`config.mk`:
```
export PLATFORM = sky130hd
export DESIGN_NAME = frwsp_top
export DESIGN_NICKNAME = d
export VERILOG_FILES = /design/src/frwsp_pkg.sv /design/src/frwsp_lock_store.sv /design/src/frwsp_top.sv
export SDC_FILE = /design/constraint.sdc
export NUM_CORES = 1
export LEC_CHECK = 0
export BUFFER_PORTS_ARGS = -buffer_cell sky130_fd_sc_hd__buf_4
export CORE_MARGIN = 5
export CORE_UTILIZATION = 43
export CTS_BUF_LIST = sky130_fd_sc_hd__clkbuf_16
export DETAILED_ROUTE_END_ITERATION = 12
export PLACE_DENSITY = 0.8
export SYNTH_ARGS = -nofsm -noshare
export SYNTH_HDL_FRONTEND = slang
export SYNTH_SLANG_ARGS = --single-unit
export TNS_END_PERCENT = 10
```
`constraint.sdc`:
```
create_clock -name clk -period 2.7 [get_ports clk]
set_input_delay 0.135 -clock clk [delete_from_list [all_inputs] [get_ports clk]]
set_output_delay 0.135 -clock clk [all_outputs]
set_load 0.01 [all_outputs]
```
`src/frwsp_pkg.sv`:
```
`default_nettype none

package frwsp_pkg;

    // ********************************
    // Flash geometry
    // ********************************
    localparam int unsigned ADDR_W = 16;
    // Fixed region split; the largest boot section starts exactly here
    localparam logic [15:0] NO_READ_WHILE_WRITE_REGION_START = 16'hf000;
    localparam logic [15:0] BOOT_START_FUSE_0 = 16'hf000;
    localparam logic [15:0] BOOT_START_FUSE_1 = 16'hf800;
    localparam logic [15:0] BOOT_START_FUSE_2 = 16'hfc00;
    localparam logic [15:0] BOOT_START_FUSE_3 = 16'hfe00;

    // ********************************
    // Lock bits, 0 means programmed
    // ********************************
    localparam int unsigned LOCK_W = 4;
    localparam logic [3:0] LOCK_RESET = 4'hf;
    localparam int unsigned LOCK_APP_WR = 0;
    localparam int unsigned LOCK_APP_RD = 1;
    localparam int unsigned LOCK_BOOT_WR = 2;
    localparam int unsigned LOCK_BOOT_RD = 3;

    // ********************************
    // Register map
    // ********************************
    localparam logic [7:0] OFS_CTRL_STATUS = 8'h00;
    localparam logic [7:0] OFS_LOCK = 8'h04;
    localparam logic [7:0] OFS_BOOT_CFG = 8'h08;
    localparam logic [7:0] OFS_REJECT_CNT = 8'h0c;
    localparam int unsigned CS_BUSY_BIT = 0;
    localparam int unsigned CS_ACTIVE_BIT = 1;
    localparam int unsigned CS_REJECT_BIT = 2;
    localparam int unsigned CS_STALL_BIT = 3;
    localparam logic [7:0] REJECT_CNT_RESET = 8'h00;
    localparam logic [1:0] HTRANS_NONSEQ = 2'h2;

    // ********************************
    // Commands and carriers
    // ********************************
    typedef enum logic [1:0] {
        CMD_NONE  = 2'h0,
        CMD_ERASE = 2'h1,
        CMD_WRITE = 2'h2,
        CMD_LOCK  = 2'h3
    } frwsp_cmd_type;

    typedef struct packed {
        frwsp_cmd_type cmd;
        logic [15:0]   pc;
        logic [15:0]   addr;
        logic [3:0]    lock_data;
    } frwsp_spm_type;

    typedef struct packed {
        frwsp_cmd_type op;
        logic [15:0]   addr;
    } frwsp_flash_type;

endpackage

`default_nettype wire

```
`src/frwsp_lock_store.sv`:
```
`timescale 1ns/1ps
`default_nettype none

module frwsp_lock_store (
    input  wire logic       clk,
    input  wire logic       sys_rst,
    input  wire logic       prog_en,
    input  wire logic [3:0] prog_val,
    input  wire logic       erase_all,
    output logic      [3:0] lock_q
);

    logic [3:0] lock_d;

    // ********************************
    // Program only; erase restores
    // ********************************
    always_comb begin
        lock_d = lock_q;
        if (erase_all) begin
            lock_d = frwsp_pkg::LOCK_RESET;
        end else if (prog_en) begin
            // Bits can only go to programmed, never back
            lock_d = lock_q & prog_val;
        end
    end

    always_ff @(posedge clk or posedge sys_rst) begin
        if (sys_rst) begin
            lock_q <= frwsp_pkg::LOCK_RESET;
        end else begin
            lock_q <= lock_d;
        end
    end

endmodule

`default_nettype wire

```
`src/frwsp_top.sv`:
```
// What this block does
// - Flash erase, write or lock setting starts only when the requesting code sits in the boot section.
// - A request from the boot section may target any flash address, boot pages included.
// - Flash splits into application and boot sections sized by the boot size fuses.
// - Application pages obey the application lock set, boot pages the boot section lock set.
// - A fixed boundary splits flash into read-while-write and no-read-while-write regions.
// - Programming a read-while-write page keeps the core running with reads allowed elsewhere.
// - Programming a no-read-while-write page stalls the core for the whole operation.
// - The region of an operation is judged from its target page address, not the fetch address.
// - The boot section always lies inside the no-read-while-write region.
// - The busy flag reads one for as long as the read-while-write region is blocked.
// - The busy flag stays set after programming until software clears it.
// - Lock pair 11 allows all, 10 bars writes, 00 bars writes and cross reads, 01 bars cross reads.
// - Lock bits may be programmed by software or pins but cleared only by chip erase or sys_rst.
`timescale 1ns/1ps
`default_nettype none

module frwsp_top (
    input  wire logic                      clk,
    input  wire logic                      sys_rst,
    // AHB-Lite slave
    input  wire logic                      hsel,
    input  wire logic [31:0]               haddr,
    input  wire logic [1:0]                htrans,
    input  wire logic                      hwrite,
    input  wire logic [2:0]                hsize,
    input  wire logic [31:0]               hwdata,
    input  wire logic                      hready,
    output logic                           hreadyout,
    output logic                           hresp,
    output logic      [31:0]               hrdata,
    // Fuse and programming-interface pins
    input  wire logic [1:0]                boot_size_fuses,
    input  wire logic                      chip_erase_pin,
    input  wire logic                      lock_prog_pin,
    input  wire logic [3:0]                lock_prog_val_pin,
    // Core store_program_memory_op requests
    input  wire logic                      spm_valid,
    input  wire frwsp_pkg::frwsp_spm_type  spm_req,
    output logic                           spm_ready,
    output logic                           spm_reject_q,
    // Core load_program_memory_op checks
    input  wire logic [15:0]               lpm_pc,
    input  wire logic [15:0]               lpm_addr,
    output logic                           lpm_allow,
    // Core read control
    output logic                           rww_read_block,
    output logic                           core_stall,
    // Flash array
    output logic                           flash_start_q,
    output frwsp_pkg::frwsp_flash_type     flash_cmd_q,
    input  wire logic                      flash_done
);

    // ********************************
    // Types and helpers
    // ********************************
    typedef enum logic [2:0] {
        ST_IDLE      = 3'b001,
        ST_PROG_RWW  = 3'b010,
        ST_PROG_NO_READ_WHILE_WRITE_REGION = 3'b100
    } frwsp_state_type;

    function automatic logic in_no_read_while_write_region(input logic [15:0] addr);
        in_no_read_while_write_region = (addr >= frwsp_pkg::NO_READ_WHILE_WRITE_REGION_START);
    endfunction

    function automatic logic in_boot(input logic [15:0] addr, input logic [15:0] start);
        in_boot = (addr >= start);
    endfunction

    function automatic logic [7:0] word_ofs(input logic [31:0] addr);
        word_ofs = {addr[7:2], 2'h0};
    endfunction

    // ********************************
    // Pin synchronisers
    // ********************************
    logic [1:0] fuse_s1_q;
    logic [1:0] fuse_s2_q;
    logic       erase_s1_q;
    logic       erase_s2_q;
    logic       lprog_s1_q;
    logic       lprog_s2_q;
    logic [3:0] lval_s1_q;
    logic [3:0] lval_s2_q;

    always_ff @(posedge clk or posedge sys_rst) begin
        if (sys_rst) begin
            fuse_s1_q  <= 2'h0;
            fuse_s2_q  <= 2'h0;
            erase_s1_q <= 1'b0;
            erase_s2_q <= 1'b0;
            lprog_s1_q <= 1'b0;
            lprog_s2_q <= 1'b0;
            lval_s1_q  <= 4'hf;
            lval_s2_q  <= 4'hf;
        end else begin
            fuse_s1_q  <= boot_size_fuses;
            fuse_s2_q  <= fuse_s1_q;
            erase_s1_q <= chip_erase_pin;
            erase_s2_q <= erase_s1_q;
            lprog_s1_q <= lock_prog_pin;
            lprog_s2_q <= lprog_s1_q;
            lval_s1_q  <= lock_prog_val_pin;
            lval_s2_q  <= lval_s1_q;
        end
    end

    // ********************************
    // Section sizing
    // ********************************
    logic [15:0] boot_start;

    // Every start is at or above the region boundary
    always_comb begin
        unique case (fuse_s2_q)
            2'h0:    boot_start = frwsp_pkg::BOOT_START_FUSE_0;
            2'h1:    boot_start = frwsp_pkg::BOOT_START_FUSE_1;
            2'h2:    boot_start = frwsp_pkg::BOOT_START_FUSE_2;
            default: boot_start = frwsp_pkg::BOOT_START_FUSE_3;
        endcase
    end

    // ********************************
    // Lock store
    // ********************************
    logic [3:0] lock_q;
    logic       sw_lock_en;
    logic [3:0] sw_lock_val;
    logic       lock_prog_en;
    logic [3:0] lock_prog_val;

    assign lock_prog_en  = sw_lock_en | lprog_s2_q;
    assign lock_prog_val = (sw_lock_en ? sw_lock_val : 4'hf)
                         & (lprog_s2_q ? lval_s2_q : 4'hf);

    frwsp_lock_store u_lock (
        .clk       (clk),
        .sys_rst   (sys_rst),
        .prog_en   (lock_prog_en),
        .prog_val  (lock_prog_val),
        .erase_all (erase_s2_q),
        .lock_q    (lock_q)
    );

    // ********************************
    // Request checks
    // ********************************
    logic from_boot;
    logic tgt_boot;
    logic wr_locked;
    logic spm_ok;
    logic spm_take;
    logic spm_flash;

    assign from_boot = in_boot(spm_req.pc, boot_start);
    assign tgt_boot  = in_boot(spm_req.addr, boot_start);
    // Second bit of a pair low bars writes
    assign wr_locked = tgt_boot ? ~lock_q[frwsp_pkg::LOCK_BOOT_WR]
                                : ~lock_q[frwsp_pkg::LOCK_APP_WR];
    assign spm_flash = (spm_req.cmd == frwsp_pkg::CMD_ERASE)
                     || (spm_req.cmd == frwsp_pkg::CMD_WRITE);
    assign spm_ok    = from_boot && !(spm_flash && wr_locked)
                     && (spm_req.cmd != frwsp_pkg::CMD_NONE);

    frwsp_state_type state_q;

    assign spm_ready  = (state_q == ST_IDLE);
    assign spm_take   = spm_valid && spm_ready;
    assign sw_lock_en = spm_take && spm_ok && (spm_req.cmd == frwsp_pkg::CMD_LOCK);
    assign sw_lock_val = spm_req.lock_data;

    // Cross-section reads gated by the target section's lock pair
    always_comb begin
        lpm_allow = 1'b1;
        if (in_boot(lpm_pc, boot_start) && !in_boot(lpm_addr, boot_start)) begin
            lpm_allow = lock_q[frwsp_pkg::LOCK_APP_RD];
        end else if (!in_boot(lpm_pc, boot_start) && in_boot(lpm_addr, boot_start)) begin
            lpm_allow = lock_q[frwsp_pkg::LOCK_BOOT_RD];
        end
    end

    // ********************************
    // Programming sequencer
    // ********************************
    always_ff @(posedge clk or posedge sys_rst) begin
        if (sys_rst) begin
            state_q <= ST_IDLE;
        end else begin
            unique case (state_q)
                ST_IDLE: begin
                    if (spm_take && spm_ok && spm_flash) begin
                        // Target address picks the region
                        if (in_no_read_while_write_region(spm_req.addr)) begin
                            state_q <= ST_PROG_NO_READ_WHILE_WRITE_REGION;
                        end else begin
                            state_q <= ST_PROG_RWW;
                        end
                    end
                end
                ST_PROG_RWW: begin
                    if (flash_done) begin
                        state_q <= ST_IDLE;
                    end
                end
                ST_PROG_NO_READ_WHILE_WRITE_REGION: begin
                    if (flash_done) begin
                        state_q <= ST_IDLE;
                    end
                end
                default: begin
                    state_q <= ST_IDLE;
                end
            endcase
        end
    end

    always_ff @(posedge clk or posedge sys_rst) begin
        if (sys_rst) begin
            flash_start_q <= 1'b0;
            flash_cmd_q   <= '0;
        end else begin
            flash_start_q <= spm_take && spm_ok && spm_flash;
            if (spm_take && spm_ok && spm_flash) begin
                flash_cmd_q.op   <= spm_req.cmd;
                flash_cmd_q.addr <= spm_req.addr;
            end
        end
    end

    // Whole array unreadable while the boot-side region is programmed
    assign core_stall = (state_q == ST_PROG_NO_READ_WHILE_WRITE_REGION);

    // ********************************
    // Busy flag
    // ********************************
    logic busy_q;
    logic busy_clr;

    // Set on a read-while-write start; only software clears it, never mid-operation
    always_ff @(posedge clk or posedge sys_rst) begin
        if (sys_rst) begin
            busy_q <= 1'b0;
        end else if (spm_take && spm_ok && spm_flash && !in_no_read_while_write_region(spm_req.addr)) begin
            busy_q <= 1'b1;
        end else if (busy_clr && state_q != ST_PROG_RWW) begin
            busy_q <= 1'b0;
        end
    end

    // Reads of the other region stay open; only this region is fenced
    assign rww_read_block = busy_q;

    // ********************************
    // AHB-Lite register slave
    // ********************************
    logic       ap_wr_q;
    logic [7:0] ap_ofs_q;
    logic       ap_take;
    logic       reject_q;
    logic       reject_clr;
    logic [7:0] reject_cnt_q;
    logic       spm_rej;

    assign ap_take = hsel && hready && (htrans == frwsp_pkg::HTRANS_NONSEQ);

    always_ff @(posedge clk or posedge sys_rst) begin
        if (sys_rst) begin
            ap_wr_q  <= 1'b0;
            ap_ofs_q <= 8'h00;
        end else if (hready) begin
            ap_wr_q  <= ap_take && hwrite;
            ap_ofs_q <= word_ofs(haddr);
        end
    end

    // Zero-wait slave; unmapped offsets read zero and ignore writes
    assign hreadyout = 1'b1;
    assign hresp     = 1'b0;

    assign busy_clr   = ap_wr_q && (ap_ofs_q == frwsp_pkg::OFS_CTRL_STATUS)
                      && hwdata[frwsp_pkg::CS_BUSY_BIT];
    assign reject_clr = ap_wr_q && (ap_ofs_q == frwsp_pkg::OFS_CTRL_STATUS)
                      && hwdata[frwsp_pkg::CS_REJECT_BIT];
    assign spm_rej    = spm_take && !spm_ok;

    always_ff @(posedge clk or posedge sys_rst) begin
        if (sys_rst) begin
            spm_reject_q <= 1'b0;
        end else begin
            spm_reject_q <= spm_rej;
        end
    end

    // New reject beats a clear in the same cycle
    always_ff @(posedge clk or posedge sys_rst) begin
        if (sys_rst) begin
            reject_q <= 1'b0;
        end else if (spm_rej) begin
            reject_q <= 1'b1;
        end else if (reject_clr) begin
            reject_q <= 1'b0;
        end
    end

    // Saturates rather than wrapping
    always_ff @(posedge clk or posedge sys_rst) begin
        if (sys_rst) begin
            reject_cnt_q <= frwsp_pkg::REJECT_CNT_RESET;
        end else if (spm_rej && reject_cnt_q != 8'hff) begin
            reject_cnt_q <= reject_cnt_q + 8'h01;
        end
    end

    logic [31:0] rd_d;

    always_comb begin
        rd_d = 32'h0000_0000;
        unique case (word_ofs(haddr))
            frwsp_pkg::OFS_CTRL_STATUS: begin
                rd_d[frwsp_pkg::CS_BUSY_BIT]   = busy_q;
                rd_d[frwsp_pkg::CS_ACTIVE_BIT] = (state_q != ST_IDLE);
                rd_d[frwsp_pkg::CS_REJECT_BIT] = reject_q;
                rd_d[frwsp_pkg::CS_STALL_BIT]  = core_stall;
            end
            frwsp_pkg::OFS_LOCK: begin
                rd_d[3:0] = lock_q;
            end
            frwsp_pkg::OFS_BOOT_CFG: begin
                rd_d[17:16] = fuse_s2_q;
                rd_d[15:0]  = boot_start;
            end
            frwsp_pkg::OFS_REJECT_CNT: begin
                rd_d[7:0] = reject_cnt_q;
            end
            default: begin
                rd_d = 32'h0000_0000;
            end
        endcase
    end

    // Captured at the address edge, so status is as of the request
    logic [31:0] hrdata_q;

    always_ff @(posedge clk or posedge sys_rst) begin
        if (sys_rst) begin
            hrdata_q <= 32'h0000_0000;
        end else if (ap_take && !hwrite) begin
            hrdata_q <= rd_d;
        end
    end

    // Still zero wait: the data phase shows the flop directly
    assign hrdata = hrdata_q;

endmodule

`default_nettype wire

```
# Yosys cells after proc, flatten, opt, wreduce, memory -nomap -nowiden
# Index checks and enable logic that the tools add are counted.
[totals] in_bits=154 regBits=78 output_inout_bits=58 word_cells=103
[op_classes] addsub=1 n_eq_ne=17 bitwise=5 order_cmp=5 reduce_logical=36 mux=19
[op_table] op=">= comparator 16 bit" count=4
[op_table] op="one-hot mux 12 bit (3 select lines)" count=1
[op_table] op="logical AND 1 bit" count=20
[op_table] op=">= comparator 16 bit, second input constant" count=1
[op_table] op="two-way mux 4 bit" count=4
[op_table] op="one-hot mux 4 bit (4 select lines)" count=1
[op_table] op="== test 6 x 2 -> 1 bit, second input constant" count=2
[op_table] op="two-way mux 10 bit" count=1
[op_table] op="two-way mux 3 bit" count=3
[op_table] op="adder 8 x 1 -> 8 bit, second input constant" count=1
[op_table] op="AND 4 bit" count=2
[op_table] op="== test 2 bit, second input constant" count=4
[op_table] op="logical NOT 8 bit" count=1
[op_table] op="inequality test 8 bit, second input constant" count=1
[op_table] op="one-hot mux 4 bit (2 select lines)" count=1
[op_table] op="nonzero test 2 bit" count=4
[op_table] op="two-way mux 1 bit" count=7
[op_table] op="== test 6 x 1 -> 1 bit, second input constant" count=1
[op_table] op="logical NOT 1 bit" count=6
[op_table] op="logical NOT 6 bit" count=1
[op_table] op="one-hot mux 3 bit (2 select lines)" count=1
[op_table] op="== test 2 x 1 -> 1 bit, second input constant" count=2
[op_table] op="inequality test 2 x 1 -> 1 bit, second input constant" count=2
[op_table] op="== test 3 x 1 -> 1 bit, second input constant" count=1
[op_table] op="other kinds (10)" count=11

# Depth between registers and ports, before layout
[logic_depth] depth_word=15 depth_mapped=11 mapped_depth_nobuf=9

# Hierarchy
# Synthesis repeated with hierarchy kept, for this count alone.
[unflattened] hier_cells=308 hier_area_um2=3607.2
[modules_own_cells] mod="frwsp_top" cells_per_inst=295 instances=1 seq_area_each_um2=1762.9 area_each_um2=3443.3
[modules_own_cells] mod="frwsp_lock_store" cells_per_inst=13 instances=1 seq_area_each_um2=105.1 area_each_um2=163.9

# Least setup slack after synthesis
# Ideal clock, no wire load.
[synth_path] kind="register to output" start="reg fuse_s2_q[1]" end="out lpm_allow" stages_incl_launch_ff=10 n_path_buf=0 t_required_ns=2.565 arrival_ns=2.366 path_slack_ns=0.199 cell_sequence="dfrtp_1 -> and2_1 -> ha_1 -> or4b_2 -> o41ai_1 -> maj3_1 -> a21oi_1 -> nor2_1 -> nor4_1 -> a21oi_1"
[synth_via] elab_chain_len=7 elab_cells_between_ends=12 cone_classes="order compare: 2; eq/ne: 2; mux: 3; reduce/logical: 5"
[synth_rtl] item="from (decl)" line="frwsp_top.sv:80" source="logic [1:0] fuse_s2_q;"
[synth_rtl] item="from (signal assigned)" line="frwsp_top.sv:100" source="fuse_s2_q <= fuse_s1_q;"
[synth_rtl] item="== test 2 bit, or another cell as far along" line="frwsp_top.sv:117" source="unique case (fuse_s2_q)"
[synth_rtl] item="one-hot mux 12 bit (3 select lines) (*)" line="frwsp_top.sv:117"
[synth_rtl] item=">= comparator 16 bit" line="frwsp_top.sv:69" source="in_boot = (addr >= start);"
[synth_rtl] item="logical NOT 1 bit" line="frwsp_top.sv:179" source="end else if (!in_boot(lpm_pc, boot_start) && in_boot(lpm_addr, boot_start)) begin"
[synth_rtl] item="logical AND 1 bit" line="frwsp_top.sv:179"
[synth_rtl] item="two-way mux 1 bit" line="frwsp_top.sv:179"
[synth_rtl] item="two-way mux 1 bit (*)" line="frwsp_top.sv:177" source="if (in_boot(lpm_pc, boot_start) && !in_boot(lpm_addr, boot_start)) begin"
[synth_rtl] item="to (decl)" line="frwsp_top.sv:45" source="output logic lpm_allow,"
# Every way passes the cells marked *; elsewhere a longest branch is shown, timed or not.

# Worst setup path in the final report
[layout_path] start="reg fuse_s2_q[0]" end="out lpm_allow"
# Same word-level chain as after synthesis.

==> summary.md <==
| Metric | Value |
|---|---|
| Result of the run | `complete, but fails checks` |
| Violations in the final reports | `negative setup slack` |
| Clock power frac | `roughly two fifths` |
| Clock latency on the worst-skew pair | `330 ps` |
| Num CTS Buffers | `9` |
| Endpoint arrival time on the critical path | `approximately 2700 ps` |
| Critical path data required time | `2570 ps` |
| Share of power burned in combinational logic | `between 15 and 20%` |
| Kind of cell adding the most delay to the critical path | `simple AND/OR/NAND/NOR gates` |
| Die extent in y | `approximately 100 µm` |
| Crit. End Element | `output port` |
| Maximum clock frequency | `~0.36 GHz` |
| Portion of synthesized cell area occupied by the leading cell type | `between 40% and 50%` |
| Maximum clock path buffer count | `2` |
| Register bit count reported by yosys | `74` |
| Endpoints failing hold | `0` |
| Final critical path time including I/O delays and setup | `between 2000 and 3000 ps` |
| Internal reg-to-reg setup slack | `90 ps` |
| HP Class | `in -> reg` |
| Mapped Area | `about 3500 µm²` |
| Buffer type at the clock tree root | `sky130_fd_sc_hd__clkbuf_16` |
| Largest stage delay, worst path | `between 400 and 500 ps` |
| Setup crit end | `lpm_allow` |
| Setup slack of the critical path after layout | `-112 ps` |
| Switching part of the total power | `about a quarter` |
| Die Width | `roughly 100 µm` |
| Wire length of the first global-routing pass | `roughly 15000 µm` |
| Cell occurring most often along the worst timing path | `sky130_fd_sc_hd__nor2_1` |
| Gpl congestion | `about 0.83` |
| RSZ-0062 raised after global routing | `yes` |
| Top cells by area, synth | `sky130_fd_sc_hd__dfrtp_1, sky130_fd_sc_hd__dfstp_2, sky130_fd_sc_hd__nand2_1` |
| Aggregate global-route resource usage | `around a fifth` |
| Number of endpoints failing setup at the final stage | `1` |
| End of the worst register-to-register path | `reject_cnt_q[6]$_DFFE_PP0P_` |
| P_sw | `approximately 760 µW` |
| Power Dens Cells | `between 500 and 600 nW/µm²` |
| CP cell instances | `and2_4, buf_6, ha_4, or4b_4, o41ai_4, maj3_2, a21oi_2, nor2_1, nor2_1, a21oi_1, buf_4` |
| Antenna cells | `0` |
| Post-route DRC violation count | `0` |
| Largest area contributor in the synthesized netlist | `sky130_fd_sc_hd__dfrtp_1` |
| Nets@finish | `approximately 650` |
| Share of the clock period used by the worst path after layout | `104%` |
| Detailed-route vias per instance | `~5` |
| Critical Path Source Type | `flop` |
| Origin of the worst setup path | `fuse_s2_q[0]$_DFF_PP0_` |
| Worst vdd ir | `a little under 400 µV` |
| Class of the most critical setup path | `reg -> out` |
| Biggest fanout along the worst timing path | `3` |
| Via Count | `approximately 3k` |
| Synth warnings | `0` |
| Number of buffer and inverter instances along the worst setup path | `2` |
| Critical path's slowest cell | `sky130_fd_sc_hd__or4b_4` |
| Tightest slew margin relative to the limit | `around 53%` |
| Number of antenna violations at the first check in global routing | `0` |
| Number of global-route vias before repair | `around 3.2k` |
| Synthesized netlist cell count | `331` |
| Filler instances | `a little over 600` |
| Maximum number of pins on one net before global-route repair | `44` |
| HPWL Detailed | `7180 µm` |
| Area Overhead vs Synth | `47.7%` |
| Number of detailed-routing iterations run before antenna repair | `4` |
| Initial cell density of the core | `about 45%` |
| R2R Path Start | `fuse_s2_q[0]$_DFF_PP0_` |
| Final Util | `66.0%` |
| Core Region | `roughly 7800 µm²` |
| Number of nets still failing antenna checks after routing | `0` |
| Count of H-tree levels built during CTS | `3` |
| Worst clock skew | `7.65 ps` |
| Post-synthesis sequential area ratio | `between 50% and 60%` |
| Input/output buffers | `135` |
| 1st-iter DRT viols | `89` |
| Ratio of cells with drive above 1 in the final layout | `42.8%` |
| Startpoint of the tightest hold check path | `spm_req[4]` |
| Post-Synthesis Mean Instance Area | `10.5 µm²` |
| Unique masters post-synth | `50` |
| Cell row count | `32` |
| Leak pwr | `0.00256 µW` |
| Actual transition at the worst max-transition pin | `just over 700 ps` |
| Sequential fraction of design power | `a little over two fifths` |
| Cell Int Power | `~2300 µW` |
| Clock-pin slew on the worst setup and hold paths | `60 ps` |
| Ports | `212` |
| Residual overflow from global routing | `0` |
| FF-to-FF path depth | `9` |
| Clock sink count | `74` |
| CTS tree | `yes` |
| Total wire length | `about 9400 µm` |
| WP depth | `11` |
| Post-DR wirelength/cell | `15.9 µm` |
| Worst hold-check slack | `approximately 17 ps` |
| Number of pins exceeding their max-slew limit in the final report | `0` |
| Maxcap violations | `0` |
| Die area | `~10000 µm²` |
-- layout make-up --
class	count	area (µm²)	area share, %
sequential	74	1870	36.3
multi-input combinational	227	1570	30.5
timing repair buffer	155	1210	23.6
clock buffer	9	225	4.37
tap	102	128	2.48
clock inverter	7	87.6	1.70
inverter	16	60.1	1.17
-- worst min-delay path by stage --
stage | to | slack (ps) | cells past startpoint
after global routing | flash_cmd_q[0]$_DFFE_PP0P_ | 30 | 3
after global placement | lval_s1_q[0]$_DFF_PP1_ | 240 | 1
after floorplan | lval_s1_q[0]$_DFF_PP1_ | 140 | 0
after CTS | flash_cmd_q[0]$_DFFE_PP0P_ | 7 | 3
final | flash_cmd_q[0]$_DFFE_PP0P_ | 20 | 3
after detailed placement | lval_s1_q[1]$_DFF_PP1_ | 240 | 1
-- Yosys cell counts, drive strengths merged --
| cell type | n |
|---|---|
| nand2 | 65 |
| dfrtp | 61 |
| buf | 23 |
| inv | 16 |
| o21ai | 16 |
| dfstp | 13 |
| nor2 | 13 |
| ha | 11 |
| a22o | 10 |
| mux2 | 8 |
| nand4 | 8 |
| nor3b | 8 |
| a21oi | 7 |
| nor4 | 7 |
| clkbuf | 6 |
| nand3 | 6 |
| xnor2 | 5 |
| mux2i | 4 |
| o21bai | 4 |
| maj3 | 3 |
| nand2b | 3 |
| nor2b | 3 |
| a21o | 2 |
| a31o | 2 |
| and2 | 2 |
| and3 | 2 |
| conb | 2 |
| nand3b | 2 |
| o22ai | 2 |
| o41ai | 2 |
| or4 | 2 |
| or4b | 2 |
| a211oi | 1 |
| a221oi | 1 |
| a311oi | 1 |
| a41oi | 1 |
| and3b | 1 |
| and4 | 1 |
| nand4b | 1 |
| nor4b | 1 |
| or2 | 1 |
| or3b | 1 |
| xor2 | 1 |
-- tightest hold or removal path, delay by kind of cell --
family / cells / cell delay, ps
buf+inv: 1 / 90
simple gates: 2 / 90
-- layer usage --
layer / up-vias / GRT usage (%) / routed length, µm
met5: - / 0 / 0
met4: 0 / 6.84 / 150
met3: 15 / 5.42 / 862
met2: 127 / 33.8 / 4710
met1: 1441 / 22.5 / 3670
li1: 1412 / - / -
-- stage by stage --
| stage | power (µW) | instance area [µm²] | worst slack [ps] | std cells | setup TNS [ps] |
|---|---|---|---|---|---|
| 3_5_place_dp | 1810 | 4570 | -52.2 | 561 | -80.0 |
| 5_1_grt | 3220 | 5150 | -270 | 590 | -270 |
| 2_1_floorplan | 1580 | 3550 | 199 | 346 | 0 |
| 4_1_cts | 3090 | 5080 | -187 | 589 | -204 |
| 3_3_place_gp | 1790 | 4570 | 30.1 | 561 | 0 |
| 6_report | 3070 | 5150 | -112 | 590 | -112 |
-- cell families (layout without fill, tap and decap cells) --
| kind of cell | after synthesis | after routing | synth area share, % |
|---|---|---|---|
| simple gates | 129 | 129 | 19.3 |
| flops | 74 | 74 | 53.5 |
| buf+inv | 45 | 187 | 7.17 |
| fa+ha+maj | 14 | 14 | 4.80 |
| compound gates | 49 | 49 | 9.72 |
| mux | 12 | 12 | 3.73 |
| other cells | 2 | 17 | 0.215 |
| xor+xnor | 6 | 6 | 1.51 |
-- power by group through the flow --
stage	registers, µW	logic (µW)	clock network, µW
finish	1330	503	1240
global route	1350	556	1320
CTS	1330	494	1270
detailed placement	1350	466	0
global placement	1340	451	0
floorplan	1340	240	0
-- flip-flops by register name, indices dropped and copies added, names as in the netlist --
signal and flops:
fuse_s1_q 2, reject_q 1, ap_ofs_q 6, u_lock.lock_q 4, lprog_s2_q 1, lval_s2_q 4, erase_s1_q 1, fuse_s2_q 2
lprog_s1_q 1, spm_reject_q 1, ap_wr_q 1, hrdata 14, rww_read_block 1, reject_cnt_q 8, state_q 3, erase_s2_q 1
flash_cmd_q 18, flash_start_q 1, lval_s1_q 4
-- what timing repair did --
| item | in CTS | in global routing |
|---|---|---|
| gates resized for setup | 16 | 10 |
| hold buffers | 9 | 0 |
| setup endpoints to repair | 6 | 30 |
| setup buffers | 3 | 1 |
| hold endpoints to repair | 39 | 0 |
| pin swaps | 12 | 10 |
-- layout by cell type (no fill, tap or decap), drive strengths merged, types with 10 or more instances in the layout --
| master | n |
|---|---|
| conb | 17 |
| dfrtp | 61 |
| a22o | 10 |
| nor2 | 13 |
| dfstp | 13 |
| o21ai | 16 |
| inv | 18 |
| nand2 | 65 |
| buf | 146 |
| ha | 11 |
No activity file was read; power rests on OpenSTA's default activity.
